===== src/rtl/wd_sup_pkg.sv =====
package wd_sup_pkg;
	// ==================== timing
	localparam int CLK_NS     = 40;
	localparam int TICK_NS    = 1000000;
	localparam int TICK_CYC   = (TICK_NS + CLK_NS - 1) / CLK_NS;
	localparam int QUIET_MIN  = 30;
	localparam int QUIET_TICKS = QUIET_MIN * 60 * 1000;
	localparam int QUIET_W    = 21;
	localparam int TMO_W      = 16;

	// ==================== register offsets
	localparam logic [7:0] OFF_CTRL    = 8'h00;
	localparam logic [7:0] OFF_TIMEOUT = 8'h04;
	localparam logic [7:0] OFF_COUNT   = 8'h08;
	localparam logic [7:0] OFF_EXPSTAT = 8'h0c;
	localparam logic [7:0] OFF_MGMT    = 8'h10;
	localparam logic [7:0] OFF_IRQSTAT = 8'h14;
	localparam logic [7:0] OFF_IRQCLR  = 8'h18;
	localparam logic [7:0] OFF_IRQEN   = 8'h1c;
	localparam logic [7:0] OFF_LOGDATA = 8'h20;
	localparam logic [7:0] OFF_LOGIDX  = 8'h24;

	// ==================== field positions
	localparam int CTRL_EN   = 0;
	localparam int CTRL_LOG  = 1;
	localparam int CTRL_USE  = 4;
	localparam int CTRL_ACT  = 8;
	localparam int MGMT_HOLD = 4;
	localparam int MGMT_LAMP = 5;
	localparam int IRQ_W     = 4;
	localparam int IRQ_RST   = 0;
	localparam int IRQ_GIVEUP = 1;
	localparam int IRQ_EXP   = 2;
	localparam int IRQ_QUIET = 3;
	localparam int LOGIDX_WP = 8;

	// ==================== encodings
	localparam logic [2:0] USE_BOOT   = 3'h1;
	localparam logic [1:0] ACT_NONE   = 2'h0;
	localparam logic [1:0] ACT_HARD   = 2'h1;
	localparam logic [1:0] ACT_OFF    = 2'h2;
	localparam logic [1:0] ACT_CYCLE  = 2'h3;
	localparam logic [1:0] FAIL_CPU   = 2'h0;
	localparam logic [1:0] FAIL_STACK = 2'h1;
	localparam logic [1:0] FAIL_HWSUB = 2'h2;
	localparam logic [1:0] FAIL_FWSUB = 2'h3;
	localparam logic [1:0] RESTART_LIMIT = 2'h3;
	localparam logic [3:0] LOG_RESTART = 4'h1;
	localparam logic [3:0] LOG_EXPIRE  = 4'h2;
	localparam int LOG_W = 16;
	localparam int LOG_D = 8;

	typedef enum logic [1:0] {
		HT_IDLE    = 2'b00,
		HT_RUN     = 2'b01,
		HT_EXPIRED = 2'b11
	} host_state_t;
endpackage


===== src/rtl/ms_tick_gen.sv =====
`timescale 1ns/100ps
`default_nettype none
module ms_tick_gen #(
	parameter int DIV = 25000
) (
	// clock and reset
	input  wire logic hclk,
	input  wire logic hresetn,
	// tick
	output var  logic tick_ff
);
	logic [$clog2(DIV)-1:0] cnt_ff;
	logic [$clog2(DIV)-1:0] nxt_cnt;
	logic                   nxt_tick;

	always_comb begin
		nxt_tick = (cnt_ff == $bits(cnt_ff)'(DIV - 1));
		nxt_cnt  = nxt_tick ? '0 : cnt_ff + 1'b1;
	end

	always_ff @(posedge hclk or negedge hresetn) begin
		if (!hresetn) begin
			cnt_ff  <= '0;
			tick_ff <= 1'b0;
		end else begin
			cnt_ff  <= nxt_cnt;
			tick_ff <= nxt_tick;
		end
	end
endmodule // ms_tick_gen
`default_nettype wire


===== src/rtl/wd_event_mem.sv =====
`timescale 1ns/100ps
`default_nettype none
module wd_event_mem #(
	parameter int W = 16,
	parameter int D = 8
) (
	// clock and reset
	input  wire logic                 hclk,
	input  wire logic                 hresetn,
	// write port
	input  wire logic                 we,
	input  wire logic [$clog2(D)-1:0] waddr,
	input  wire logic [W-1:0]         wdata,
	// read port
	input  wire logic [$clog2(D)-1:0] raddr,
	output var  logic [W-1:0]         rdata_ff
);
	logic [W-1:0] mem [D];

	always_ff @(posedge hclk) begin
		if (we) begin
			mem[waddr] <= wdata;
		end
	end

	always_ff @(posedge hclk or negedge hresetn) begin
		if (!hresetn) begin
			rdata_ff <= '0;
		end else begin
			rdata_ff <= mem[raddr];
		end
	end
endmodule // wd_event_mem
`default_nettype wire


===== src/rtl/mgmt_wd_supervisor.sv =====
`timescale 1ns/100ps
`default_nettype none
module mgmt_wd_supervisor #(
	parameter int TICK_DIV = wd_sup_pkg::TICK_CYC,
	parameter int QUIET    = wd_sup_pkg::QUIET_TICKS
) (
	// clock and reset
	input  wire logic        hclk,
	input  wire logic        hresetn,
	// ahb-lite slave
	input  wire logic        hsel,
	input  wire logic [31:0] haddr,
	input  wire logic [1:0]  htrans,
	input  wire logic        hwrite,
	input  wire logic [2:0]  hsize,
	input  wire logic [31:0] hwdata,
	input  wire logic        hready,
	output var  logic [31:0] hrdata,
	output var  logic        hreadyout,
	output var  logic        hresp,
	// failure reports
	input  wire logic        fail_valid,
	input  wire logic [1:0]  fail_kind,
	input  wire logic [3:0]  fail_mask,
	input  wire logic        sys_reset_done,
	// controller recovery
	output var  logic        cpu_restart,
	output var  logic        stack_restart,
	output var  logic [3:0]  hw_sub_restart,
	output var  logic [3:0]  fw_sub_restart,
	output var  logic        bootloader_hold,
	output var  logic        degraded_lamp,
	// host power control
	output var  logic        host_hard_reset,
	output var  logic        host_power_off,
	output var  logic        host_power_cycle,
	// interrupt
	output var  logic        irq
);
	localparam int LA = $clog2(wd_sup_pkg::LOG_D);
	localparam int QW = wd_sup_pkg::QUIET_W;
	localparam int TW = wd_sup_pkg::TMO_W;

	function automatic logic hit(input logic [31:0] a, input logic [7:0] o);
		return (a[31:8] == 24'h000000) && (a[7:0] == o);
	endfunction

	// ==================== state
	logic        tick;
	logic [31:0] rd_val;
	logic        wr_ff, nxt_wr;
	logic [31:0] waddr_ff, nxt_waddr;
	logic [31:0] hrdata_ff, nxt_hrdata;
	logic        rdy_ff;
	logic        resp_ff;
	logic [11:0] ctrl_ff, nxt_ctrl;
	logic [wd_sup_pkg::TMO_W-1:0] tmo_ff, nxt_tmo;
	wd_sup_pkg::host_state_t hst_ff, nxt_hst;
	logic        exp_ff, nxt_exp;
	logic [2:0]  exp_use_ff, nxt_exp_use;
	logic [1:0]  cnt_ff, nxt_cnt;
	logic [wd_sup_pkg::QUIET_W-1:0] quiet_ff, nxt_quiet;
	logic        cpu_ff, nxt_cpu, stk_ff, nxt_stk;
	logic [3:0]  hws_ff, nxt_hws, fws_ff, nxt_fws;
	logic        hold_ff, nxt_hold, lamp_ff, nxt_lamp;
	logic        hrst_ff, nxt_hrst, poff_ff, nxt_poff;
	logic        pcyc_ff, nxt_pcyc;
	logic [wd_sup_pkg::IRQ_W-1:0] ist_ff, nxt_ist, ien_ff, nxt_ien;
	logic        irq_ff, nxt_irq;
	logic        prst_ff, nxt_prst, pexp_ff, nxt_pexp;
	logic [11:0] rinfo_ff, nxt_rinfo, einfo_ff, nxt_einfo;
	logic [LA-1:0] lwp_ff, nxt_lwp, lrp_ff, nxt_lrp;
	logic        log_we;
	logic [wd_sup_pkg::LOG_W-1:0] log_wd, log_rd;
	logic        restarted, expire, quiet_hit, gave_up;

	ms_tick_gen #(.DIV(TICK_DIV)) u_tick (
		.hclk    (hclk),
		.hresetn (hresetn),
		.tick_ff (tick)
	);

	wd_event_mem #(.W(wd_sup_pkg::LOG_W), .D(wd_sup_pkg::LOG_D)) u_log (
		.hclk     (hclk),
		.hresetn  (hresetn),
		.we       (log_we),
		.waddr    (lwp_ff),
		.wdata    (log_wd),
		.raddr    (lrp_ff),
		.rdata_ff (log_rd)
	);

	// ==================== read mux
	always_comb begin
		rd_val = 32'h00000000;
		if (hit(haddr, wd_sup_pkg::OFF_CTRL))
			rd_val = {20'h00000, ctrl_ff};
		if (hit(haddr, wd_sup_pkg::OFF_TIMEOUT) || hit(haddr, wd_sup_pkg::OFF_COUNT))
			rd_val = {16'h0000, tmo_ff};
		if (hit(haddr, wd_sup_pkg::OFF_EXPSTAT))
			rd_val = {24'h000000, exp_use_ff, 4'h0, exp_ff};
		if (hit(haddr, wd_sup_pkg::OFF_MGMT))
			rd_val = {26'h0000000, lamp_ff, hold_ff, 2'h0, cnt_ff};
		if (hit(haddr, wd_sup_pkg::OFF_IRQSTAT))
			rd_val = {28'h0000000, ist_ff};
		if (hit(haddr, wd_sup_pkg::OFF_IRQEN))
			rd_val = {28'h0000000, ien_ff};
		if (hit(haddr, wd_sup_pkg::OFF_LOGDATA))
			rd_val = {16'h0000, log_rd};
		if (hit(haddr, wd_sup_pkg::OFF_LOGIDX))
			rd_val = {{(32 - wd_sup_pkg::LOGIDX_WP - LA){1'b0}}, lwp_ff,
				{(wd_sup_pkg::LOGIDX_WP - LA){1'b0}}, lrp_ff};
	end

	// ==================== next state
	always_comb begin
		nxt_wr     = wr_ff;
		nxt_waddr  = waddr_ff;
		nxt_hrdata = hrdata_ff;
		nxt_ctrl   = ctrl_ff;
		nxt_tmo    = tmo_ff;
		nxt_hst    = hst_ff;
		nxt_exp    = exp_ff;
		nxt_exp_use = exp_use_ff;
		nxt_cnt    = cnt_ff;
		nxt_quiet  = quiet_ff;
		nxt_cpu    = 1'b0;
		nxt_stk    = 1'b0;
		nxt_hws    = 4'h0;
		nxt_fws    = 4'h0;
		nxt_hold   = hold_ff;
		nxt_lamp   = lamp_ff;
		nxt_hrst   = 1'b0;
		nxt_poff   = 1'b0;
		nxt_pcyc   = 1'b0;
		nxt_ist    = ist_ff;
		nxt_ien    = ien_ff;
		nxt_prst   = prst_ff;
		nxt_pexp   = pexp_ff;
		nxt_rinfo  = rinfo_ff;
		nxt_einfo  = einfo_ff;
		nxt_lwp    = lwp_ff;
		nxt_lrp    = lrp_ff;
		log_we     = 1'b0;
		log_wd     = {wd_sup_pkg::LOG_RESTART, rinfo_ff};
		restarted  = 1'b0;
		expire     = 1'b0;
		gave_up    = 1'b0;
		quiet_hit  = 1'b0;

		// bus: address phase sampled, data phase applied
		if (hready) begin
			nxt_wr = hsel && htrans[1] && hwrite;
			nxt_waddr = haddr;
			if (hsel && htrans[1] && !hwrite)
				nxt_hrdata = rd_val;
		end
		if (wr_ff) begin
			if (hit(waddr_ff, wd_sup_pkg::OFF_CTRL)) begin
				nxt_ctrl = hwdata[11:0];
				if (!hwdata[wd_sup_pkg::CTRL_EN])
					nxt_hst = wd_sup_pkg::HT_IDLE;
			end
			if (hit(waddr_ff, wd_sup_pkg::OFF_TIMEOUT)) begin
				nxt_tmo = hwdata[wd_sup_pkg::TMO_W-1:0];
				if (ctrl_ff[wd_sup_pkg::CTRL_EN])
					nxt_hst = wd_sup_pkg::HT_RUN;
			end
			if (hit(waddr_ff, wd_sup_pkg::OFF_EXPSTAT) && hwdata[0])
				nxt_exp = 1'b0;
			if (hit(waddr_ff, wd_sup_pkg::OFF_IRQCLR))
				nxt_ist = ist_ff & ~hwdata[wd_sup_pkg::IRQ_W-1:0];
			if (hit(waddr_ff, wd_sup_pkg::OFF_IRQEN))
				nxt_ien = hwdata[wd_sup_pkg::IRQ_W-1:0];
			if (hit(waddr_ff, wd_sup_pkg::OFF_LOGIDX))
				nxt_lrp = hwdata[LA-1:0];
		end

		// controller restart supervision
		if (fail_valid) begin
			case (fail_kind)
				wd_sup_pkg::FAIL_HWSUB: nxt_hws = fail_mask;
				wd_sup_pkg::FAIL_FWSUB: nxt_fws = fail_mask;
				default: begin
					if (cnt_ff == wd_sup_pkg::RESTART_LIMIT || hold_ff) begin
						nxt_hold = 1'b1;
						gave_up  = !hold_ff;
					end else begin
						restarted = 1'b1;
						nxt_cnt   = cnt_ff + 2'h1;
						nxt_cpu   = (fail_kind == wd_sup_pkg::FAIL_CPU);
						nxt_stk   = (fail_kind == wd_sup_pkg::FAIL_STACK);
					end
				end
			endcase
		end
		if (restarted) begin
			nxt_quiet = '0;
			nxt_lamp  = 1'b1;
			nxt_prst  = 1'b1;
			nxt_rinfo = {2'h0, fail_kind, 6'h00, nxt_cnt};
		end else if (sys_reset_done) begin
			nxt_lamp = 1'b0;
		end
		if (!restarted && tick) begin
			if (quiet_ff > QW'(QUIET)) begin
				quiet_hit = (cnt_ff != 2'h0);
				nxt_cnt   = 2'h0;
			end else begin
				nxt_quiet = quiet_ff + 1'b1;
			end
		end

		// host-facing timer
		case (hst_ff)
			wd_sup_pkg::HT_RUN: begin
				if (tick && nxt_hst == wd_sup_pkg::HT_RUN) begin
					if (tmo_ff <= TW'(1)) begin
						expire  = 1'b1;
						nxt_tmo = '0;
						nxt_hst = wd_sup_pkg::HT_EXPIRED;
					end else begin
						nxt_tmo = tmo_ff - 1'b1;
					end
				end
			end
			wd_sup_pkg::HT_IDLE, wd_sup_pkg::HT_EXPIRED: ;
			default: nxt_hst = wd_sup_pkg::HT_IDLE;
		endcase
		if (expire) begin
			nxt_exp     = 1'b1;
			nxt_exp_use = ctrl_ff[wd_sup_pkg::CTRL_USE +: 3];
			if (ctrl_ff[wd_sup_pkg::CTRL_USE +: 3] == wd_sup_pkg::USE_BOOT) begin
				nxt_hrst = 1'b1;
				if (ctrl_ff[wd_sup_pkg::CTRL_LOG]) begin
					nxt_pexp  = 1'b1;
					nxt_einfo = {1'b0, wd_sup_pkg::USE_BOOT, 8'h00};
				end
			end else begin
				case (ctrl_ff[wd_sup_pkg::CTRL_ACT +: 2])
					wd_sup_pkg::ACT_HARD:  nxt_hrst = 1'b1;
					wd_sup_pkg::ACT_OFF:   nxt_poff = 1'b1;
					wd_sup_pkg::ACT_CYCLE: nxt_pcyc = 1'b1;
					default: ;
				endcase
				if (ctrl_ff[wd_sup_pkg::CTRL_LOG]) begin
					nxt_pexp  = 1'b1;
					nxt_einfo = {1'b0, ctrl_ff[wd_sup_pkg::CTRL_USE +: 3], 8'h00};
				end
			end
		end

		// event log, restart first
		if (prst_ff) begin
			log_we   = 1'b1;
			nxt_prst = restarted;
			nxt_lwp  = lwp_ff + 1'b1;
		end else if (pexp_ff) begin
			log_we   = 1'b1;
			log_wd   = {wd_sup_pkg::LOG_EXPIRE, einfo_ff};
			nxt_pexp = expire && ctrl_ff[wd_sup_pkg::CTRL_LOG];
			nxt_lwp  = lwp_ff + 1'b1;
		end

		// sticky status, set wins over clear
		if (restarted)
			nxt_ist[wd_sup_pkg::IRQ_RST] = 1'b1;
		if (gave_up)
			nxt_ist[wd_sup_pkg::IRQ_GIVEUP] = 1'b1;
		if (expire)
			nxt_ist[wd_sup_pkg::IRQ_EXP] = 1'b1;
		if (quiet_hit)
			nxt_ist[wd_sup_pkg::IRQ_QUIET] = 1'b1;
		nxt_irq = |(nxt_ist & nxt_ien);
	end

	// ==================== registers
	always_ff @(posedge hclk or negedge hresetn) begin
		if (!hresetn) begin
			wr_ff      <= 1'b0;
			waddr_ff   <= 32'h00000000;
			hrdata_ff  <= 32'h00000000;
			rdy_ff     <= 1'b0;
			resp_ff    <= 1'b0;
			ctrl_ff    <= 12'h000;
			tmo_ff     <= '0;
			hst_ff     <= wd_sup_pkg::HT_IDLE;
			exp_ff     <= 1'b0;
			exp_use_ff <= 3'h0;
			cnt_ff     <= 2'h0;
			quiet_ff   <= '0;
			cpu_ff     <= 1'b0;
			stk_ff     <= 1'b0;
			hws_ff     <= 4'h0;
			fws_ff     <= 4'h0;
			hold_ff    <= 1'b0;
			lamp_ff    <= 1'b0;
			hrst_ff    <= 1'b0;
			poff_ff    <= 1'b0;
			pcyc_ff    <= 1'b0;
			ist_ff     <= '0;
			ien_ff     <= '0;
			irq_ff     <= 1'b0;
			prst_ff    <= 1'b0;
			pexp_ff    <= 1'b0;
			rinfo_ff   <= 12'h000;
			einfo_ff   <= 12'h000;
			lwp_ff     <= '0;
			lrp_ff     <= '0;
		end else begin
			wr_ff      <= nxt_wr;
			waddr_ff   <= nxt_waddr;
			hrdata_ff  <= nxt_hrdata;
			rdy_ff     <= 1'b1;
			resp_ff    <= 1'b0;
			ctrl_ff    <= nxt_ctrl;
			tmo_ff     <= nxt_tmo;
			hst_ff     <= nxt_hst;
			exp_ff     <= nxt_exp;
			exp_use_ff <= nxt_exp_use;
			cnt_ff     <= nxt_cnt;
			quiet_ff   <= nxt_quiet;
			cpu_ff     <= nxt_cpu;
			stk_ff     <= nxt_stk;
			hws_ff     <= nxt_hws;
			fws_ff     <= nxt_fws;
			hold_ff    <= nxt_hold;
			lamp_ff    <= nxt_lamp;
			hrst_ff    <= nxt_hrst;
			poff_ff    <= nxt_poff;
			pcyc_ff    <= nxt_pcyc;
			ist_ff     <= nxt_ist;
			ien_ff     <= nxt_ien;
			irq_ff     <= nxt_irq;
			prst_ff    <= nxt_prst;
			pexp_ff    <= nxt_pexp;
			rinfo_ff   <= nxt_rinfo;
			einfo_ff   <= nxt_einfo;
			lwp_ff     <= nxt_lwp;
			lrp_ff     <= nxt_lrp;
		end
	end

	assign hrdata           = hrdata_ff;
	assign hreadyout        = rdy_ff;
	assign hresp            = resp_ff;
	assign cpu_restart      = cpu_ff;
	assign stack_restart    = stk_ff;
	assign hw_sub_restart   = hws_ff;
	assign fw_sub_restart   = fws_ff;
	assign bootloader_hold  = hold_ff;
	assign degraded_lamp    = lamp_ff;
	assign host_hard_reset  = hrst_ff;
	assign host_power_off   = poff_ff;
	assign host_power_cycle = pcyc_ff;
	assign irq              = irq_ff;
endmodule // mgmt_wd_supervisor
`default_nettype wire


===== config.mk =====
export PLATFORM = sky130hd
export DESIGN_NAME = mgmt_wd_supervisor
export DESIGN_NICKNAME = d
export VERILOG_FILES = /design/src/rtl/wd_sup_pkg.sv /design/src/rtl/ms_tick_gen.sv /design/src/rtl/wd_event_mem.sv /design/src/rtl/mgmt_wd_supervisor.sv
export SDC_FILE = /design/constraint.sdc
export NUM_CORES = 1
export LEC_CHECK = 0
export ABC_AREA = 1
export BUFFER_PORTS_ARGS = -buffer_cell sky130_fd_sc_hd__buf_4
export CAP_MARGIN = 20
export CORE_ASPECT_RATIO = 0.5
export CORE_MARGIN = 1.5
export CORE_UTILIZATION = 34
export DETAILED_ROUTE_END_ITERATION = 7
export HOLD_SLACK_MARGIN = 0.12
export PLACE_DENSITY = 0.47
export SLEW_MARGIN = 20
export SYNTH_ARGS = -nofsm -noshare
export SYNTH_HDL_FRONTEND = slang
export SYNTH_SLANG_ARGS = --single-unit

===== constraint.sdc =====
create_clock -name hclk -period 3.5 [get_ports hclk]
set_input_delay 0.7 -clock hclk [delete_from_list [all_inputs] [get_ports hclk]]
set_output_delay 0.7 -clock hclk [all_outputs]
set_load 0.02 [all_outputs]

# Yosys cells after proc, flatten, opt, wreduce, memory -nomap -nowiden
# Memory sizes are Yosys's and may differ from the RTL's. A register that Yosys moved wholly into a read port is not among the register bits.
# Index checks and enable logic that the tools add are counted.
[totals]
romBits = 0
output_inout_bits = 50
elab_cells = 207
latch_bits = 0
ramBits = 112
input_bits = 82
ff_bits = 203
mem_count = 1
[classes]
n_bitwise = 4
div_mod_pow = 0
multipliers = 0
n_eq_ne = 25
add_sub_neg = 5
mux = 90
n_lt_le_gt_ge = 2
reduce_logical = 48
shifts = 0
[memory_table]
columns = ["name", "words", "width", "rd", "rd_clocked_by_memory_dff", "write_ports", "line_no", "text"]
rows = [
  ["u_log.mem", 8, 14, 1, 1, 1, "wd_event_mem.sv:18", "logic [W-1:0] mem [D];"],
]
[op_table]
columns = ["cell", "count"]
rows = [
  ["32-bit 2-to-1 mux", 6],
  ["16-bit 2-to-1 mux", 6],
  ["21-bit 2-to-1 mux", 3],
  ["24-bit zero test", 2],
  ["12-bit 2-to-1 mux", 4],
  ["1-bit 2-to-1 mux", 45],
  ["8-bit by 5-bit equality test with 1-bit output (second input constant)", 5],
  ["4-bit 2-to-1 mux", 8],
  ["14-bit 2-to-1 mux", 2],
  ["8-bit by 4-bit equality test with 1-bit output (second input constant)", 3],
  ["8-bit by 6-bit equality test with 1-bit output (second input constant)", 3],
  ["2-bit 2-to-1 mux", 12],
  ["1-bit logical AND", 22],
  ["21-bit by 1-bit adder with 21-bit output (second input constant)", 1],
  ["21-bit > comparator (second input constant)", 1],
  ["8-bit by 3-bit equality test with 1-bit output (second input constant)", 2],
  ["16-bit by 1-bit less-or-equal comparator with 1-bit output (second input constant)", 1],
  ["8-bit zero test", 2],
  ["16-bit by 1-bit subtractor with 16-bit output (second input constant)", 1],
  ["15-bit by 1-bit adder with 15-bit output (second input constant)", 1],
  ["15-bit equality test (second input constant)", 1],
  ["15-bit 2-to-1 mux", 1],
  ["2-bit equality test (second input constant)", 6],
  ["2-bit AND reduction", 5],
  ["other kinds (16)", 31],
]

# Logic depth before layout (Yosys ltp)
[depth]
ltp_word = 13
mapped_depth = 14
depth_no_buf = 14

# By module
# From an unflattened synthesis, not the netlist that was laid out.
[unflattened]
hier_cells = 1736
hier_area_um2 = 14916.8
[modules_own_cells]
columns = ["module", "cells_each", "seq_area_each_um2", "n_inst", "area_per_inst_um2"]
rows = [
  ["mgmt_wd_supervisor", 1025, 3653.5, 1, 7928.9],
  ["wd_event_mem", 587, 4244.1, 1, 6069.6],
  ["ms_tick_gen", 124, 400.4, 1, 918.4],
]

# Worst setup path before layout
# Ideal clock, no wire load.
[synth_timing]
kind = "input to register"
startpoint = "input fail_valid"
endpoint = "register quiet_ff[3] (netlist bit)"
setup_time_ns = 0.077
cell_stages = 10
setup_slack_ns = 1.580
arrival_time_ns = 1.842
required_time_ns = 3.423
path_buffers = 1
cell_sequence = "inv_2 -> nor2_1 -> nand2_1 -> inv_1 -> nor2_2 -> nand2_4 -> inv_2 -> buf_6 -> nand2_1 -> a21oi_1"
[synth_via]
elab_chain_cells = 4
elab_cells_between_ends = 6
cone_classes = "4 x mux; 2 x reduce/logical"
[synth_rtl]
columns = ["item", "line_no", "text"]
rows = [
  ["from (decl)", "mgmt_wd_supervisor.sv:22", "input wire logic fail_valid,"],
  ["1-bit 2-to-1 mux *", "mgmt_wd_supervisor.sv:180", "if (fail_valid) begin"],
  ["21-bit 2-to-1 mux / 1-bit zero test (equally long branches)", "mgmt_wd_supervisor.sv:197, mgmt_wd_supervisor.sv:205", ""],
  ["21-bit 2-to-1 mux / 1-bit logical AND (equally long branches)", "mgmt_wd_supervisor.sv:206, mgmt_wd_supervisor.sv:205", ""],
  ["21-bit 2-to-1 mux *", "mgmt_wd_supervisor.sv:205", "if (!restarted && tick) begin"],
  ["via nxt_quiet, one bit", "mgmt_wd_supervisor.sv:62", "logic [wd_sup_pkg::QUIET_W-1:0] quiet_ff, nxt_quiet;"],
  ["to (signal assigned)", "mgmt_wd_supervisor.sv:322", "quiet_ff <= nxt_quiet;"],
  ["to (decl)", "mgmt_wd_supervisor.sv:62", ""],
]
# The timed path passes the listed nets; every way through them passes the cells marked *.
# A chain may end at the register's enable or synchronous reset.

# Final worst setup path
[layout_timing]
startpoint = "register tmo_ff[0] (netlist bit)"
endpoint = "register irq_ff, in the netlist irq"
[layout_via]
elab_chain_cells = 7
[layout_rtl]
columns = ["item", "line_no", "text"]
rows = [
  ["from (decl)", "mgmt_wd_supervisor.sv:57", "logic [wd_sup_pkg::TMO_W-1:0] tmo_ff, nxt_tmo;"],
  ["from (signal assigned)", "mgmt_wd_supervisor.sv:317", "tmo_ff <= nxt_tmo;"],
  ["16-bit by 1-bit less-or-equal comparator with 1-bit output", "mgmt_wd_supervisor.sv:218", "if (tmo_ff <= TW'(1)) begin"],
  ["1-bit 2-to-1 mux", "mgmt_wd_supervisor.sv:218", ""],
  ["1-bit 2-to-1 mux", "mgmt_wd_supervisor.sv:217", "if (tick && nxt_hst == wd_sup_pkg::HT_RUN) begin"],
  ["1-bit 2-to-1 mux", "mgmt_wd_supervisor.sv:215", "case (hst_ff)"],
  ["1-bit 2-to-1 mux", "mgmt_wd_supervisor.sv:270", "if (expire)"],
  ["via nxt_ist, one bit", "mgmt_wd_supervisor.sv:68", "logic [wd_sup_pkg::IRQ_W-1:0] ist_ff, nxt_ist, ien_ff, nxt_ien;"],
  ["4-bit AND", "mgmt_wd_supervisor.sv:274", "nxt_irq = |(nxt_ist & nxt_ien);"],
  ["4-bit OR reduction", "mgmt_wd_supervisor.sv:274", ""],
  ["via nxt_irq", "mgmt_wd_supervisor.sv:69", "logic irq_ff, nxt_irq;"],
  ["to (signal assigned)", "mgmt_wd_supervisor.sv:334", "irq_ff <= nxt_irq;"],
  ["to (decl)", "mgmt_wd_supervisor.sv:69", ""],
]
# The timed path passes the listed nets, and every way through them passes these cells.

==> out/qor.txt <==
Outcome - complete, no violations
Initial antenna violation count - 0
Power share of the combinational group - 0.050
Register area share after synthesis - 0.531
Count of final setup violators - 0
ANT cells - 0
Row cnt - 46
Starting density of the core - 0.348
Pins Over Slew Limit - 0
Clk_lat worst skew - 0.53 ns
Levels on crit path - 9
Internal - 4420 uW
Grt met3 use - 0.0313
TritonCTS clock tree - built
Core footprint - 31900 um2
CTS Hold Bufs - 0
Synth Register Bits - 225
Power, Total - 5690 uW
GP Congestion - 0.880
# clock sinks - 225
Crit path kind - flip-flop to flip-flop
Flop pwr share - 0.486
Startpoint Class - flip-flop
Most used DFF post-synth - dfrtp_1
Most frequent cells in the layout - 325 x nand2_1, 169 x dfrtp_1, 157 x nor2_1, 149 x inv_1, 104 x o21ai_0
RSZ-0062 raised after global routing - false
Leakage - 0.00616 uW
Post-Route Skew - 0.0144 ns
Slew margin rel. - 0.292
Number of global-route vias before repair - 8452
Critical path buffers and inverters - 1
Post-DR vias/cell - 4.75
Final hold slack - 0.172 ns
I/O pin count - 132
Share of cells above drive strength 1 - 0.139
Syn_area_per_cell - 8.46 um2
Top delay family on crit path - simple AND/OR/NAND/NOR gates
EDFF count, synth - 56
Post-synthesis adder-cell area fraction - 0.0112
Grt peak-use layer - met2
Vias - 8854
Root Buffer - clkbuf_16
DRT iter0 DRCs - 682
Clock Power Share - 0.464
Placed instance area - 12300 um2
Synthesized cell area - 11100 um2
Drt wl/cell - 15.7 um
Multiplexer share of the synthesized area - 0.0138
Filler Cell Count - 3208
Placed Instances - 1821
# Max-Cap Violations - 0
Post-synthesis simple-gate area fraction - 0.262
Part of the cycle the worst path needs - 0.721
Slowest cell on crit path - nand4_1
FF-to-FF path depth - 9
Total GRT Usage - 0.175
Dpl hpwl - 20900 um
Xor and xnor area share after synthesis - 0.0173
Peak supply drop - 0.315 mV
Worst-path maximum fanout - 12
Drt drc - 0
Worst hold path type - input port to asynchronous set/reset pin
Largest family of logic cells by synthesized area - simple AND/OR/NAND/NOR gates
Nets - 1506
Register-to-Register Setup Slack - 0.98 ns
Worst-path clk slew - 0.07 ns
IO buf count - 94
Highest clock rate - 396 MHz
First-pass GRT wire length - 46300 um
Most used cell, CP - nand2_1
Final Critical Period - 2.52 ns
Worst path cell trace - inv_1 > ha_1 > o21ai_0 > nor4_1 > and2_1 > nand4_1 > nand2_1 > nand2_1 > nand2_1
CP startpoint - tmo_ff[0]$_DFF_PN0_
Setup TNS - 0 ns
H-tree depth - 1
Routed WL - 29200 um
Total CTS buffers - 23
Die Wd - 259 um
Post-CTS Setup Bufs - 0
Final std cells w/o fill - 1863
Worst Setup EP - irq$_DFF_PN0_
Worst reg2reg endpoint - irq$_DFF_PN0_
Clk buf depth - 3
GR Layer Usage met2 - 0.284
Critical path required time - 3.96 ns
Final ANT Viol Nets - 0
Die Y - 131 um
Critical path endpoint category - flip-flop
Synth Area in Compound Gates - 0.0853
Gr ovfl total - 0
Yosys Warn Count - 0
Met1 Use GR - 0.243
Largest net degree at the start of global routing - 64
Post-CTS Resized - 0
Pwr Density - 435 nW/um2
Switching portion of total power - 0.224
Asr flop ratio synth - 0.751
Switching pwr - 1280 uW
Worst Path Arrival - 2.98 ns
Netlist cell types - 50
Crit Reg-Reg Startpoint - tmo_ff[0]$_DFF_PN0_
Die ar. - 33900 um2
Most common cell after layout, fill and taps aside - nand2_1
Area Overhead vs Synth - 17.5%
DRT Pass-1 Iters - 7
Mapped Cells - 1316
Crit path largest cell delay - 0.58 ns
Worst Max-Slew Pin Slew - 1.05 ns
Fin. Hold Viols - 0
Final Cell Area - 13100 um2
==> how the worst min path moves through the flow <==
stage | slack (ns) | cells after the start | startpoint | to
after floorplan | 0.40 | 0 | hresetn | bootloader_hold$_DFFE_PN0P_
after global placement | 0.45 | 1 | u_tick.cnt_ff[0]$_DFF_PN0_ | u_tick.cnt_ff[0]$_DFF_PN0_
after detailed placement | 0.46 | 1 | u_tick.cnt_ff[0]$_DFF_PN0_ | u_tick.cnt_ff[0]$_DFF_PN0_
after CTS | 0.18 | 1 | hresetn | u_tick.cnt_ff[2]$_DFF_PN0_
after global routing | 0.22 | 1 | hresetn | u_tick.cnt_ff[2]$_DFF_PN0_
final | 0.17 | 1 | hresetn | u_tick.cnt_ff[2]$_DFF_PN0_
==> through the flow <==
| stage | setup WS, ns | util |
|---|---|---|
| 6_report | 0.976 | 0.409 |
| 5_1_grt | 0.727 | 0.409 |
| 4_1_cts | 0.983 | 0.409 |
| 3_5_place_dp | 0.805 | 0.384 |
| 3_3_place_gp | 0.849 | 0.384 |
| 2_1_floorplan | 1.58 | - |
==> cells by family (layout without fill, tap and decap cells) <==
| family | Yosys count | in the layout |
|---|---|---|
| xor gates and xnor gates | 22 | 22 |
| muxes | 14 | 14 |
| AOI/OAI and AO/OA | 175 | 175 |
| buffers and inverters | 204 | 303 |
| adders and majority gates | 10 | 10 |
| DFF | 225 | 225 |
| other | 2 | 18 |
| and+or+nand+nor | 664 | 664 |
==> final cells by class <==
| cell class | instances | area (um2) | share of cell area |
|---|---|---|---|
| clock inverters | 7 | 91.3 | 0.00699 |
| flip-flops and latches | 225 | 5910 | 0.452 |
| repair buffers | 104 | 810 | 0.0619 |
| inverters | 157 | 593 | 0.0454 |
| well taps | 432 | 541 | 0.0413 |
| clock buffers | 35 | 727 | 0.0556 |
| multi-input cells | 903 | 4400 | 0.337 |
==> synth_stat cells (5+ instances only) <==
cell / count / share of area
clkbuf_1: 17 / 0.0057
nor4_1: 9 / 0.0051
nor2_1: 157 / 0.053
dfrtp_1: 169 / 0.38
buf_4: 19 / 0.013
xor2_1: 20 / 0.016
a21oi_1: 29 / 0.013
inv_2: 5 / 0.0017
inv_1: 149 / 0.050
nand3_1: 72 / 0.032
nor2_2: 10 / 0.0056
edfxtp_1: 56 / 0.15
or2_2: 6 / 0.0034
mux2_2: 11 / 0.011
o21ai_1: 7 / 0.0031
nand2_1: 325 / 0.11
nand4_1: 36 / 0.020
ha_1: 10 / 0.011
nor3_1: 24 / 0.011
a31oi_1: 8 / 0.0045
o21ai_0: 104 / 0.047
nor3_2: 7 / 0.0063
o22ai_1: 12 / 0.0067
==> sequential cells by signal, indices dropped and copies added, names as in the netlist, 2 cells and up <==
name	cells
cnt_ff	2
ctrl_ff	12
einfo_ff	3
exp_use_ff	3
fw_sub_restart	4
hrdata	16
hst_ff	2
hw_sub_restart	4
ien_ff	4
ist_ff	4
lrp_ff	3
lwp_ff	3
quiet_ff	21
rinfo_ff	4
tmo_ff	16
u_log.mem	56
u_log.rdata_ff	7
u_tick.cnt_ff	15
waddr_ff	32
==> metal layers <==
| layer | part of all wire | routed length (um) |
|---|---|---|
| met5 | 0 | 0 |
| met4 | 0.022 | 647 |
| met3 | 0.041 | 1210 |
| met2 | 0.45 | 13100 |
| met1 | 0.49 | 14200 |
==> power by group through the flow <==
stage	combinational, uW	sequential, uW	clock [uW]
final	283	2770	2640
after global routing	323	2770	2810
after CTS	290	2770	2730
after detailed placement	289	2820	0
after global placement	286	2810	0
after floorplan	138	2810	0
Note: power is estimated with default switching activity, not from simulation.
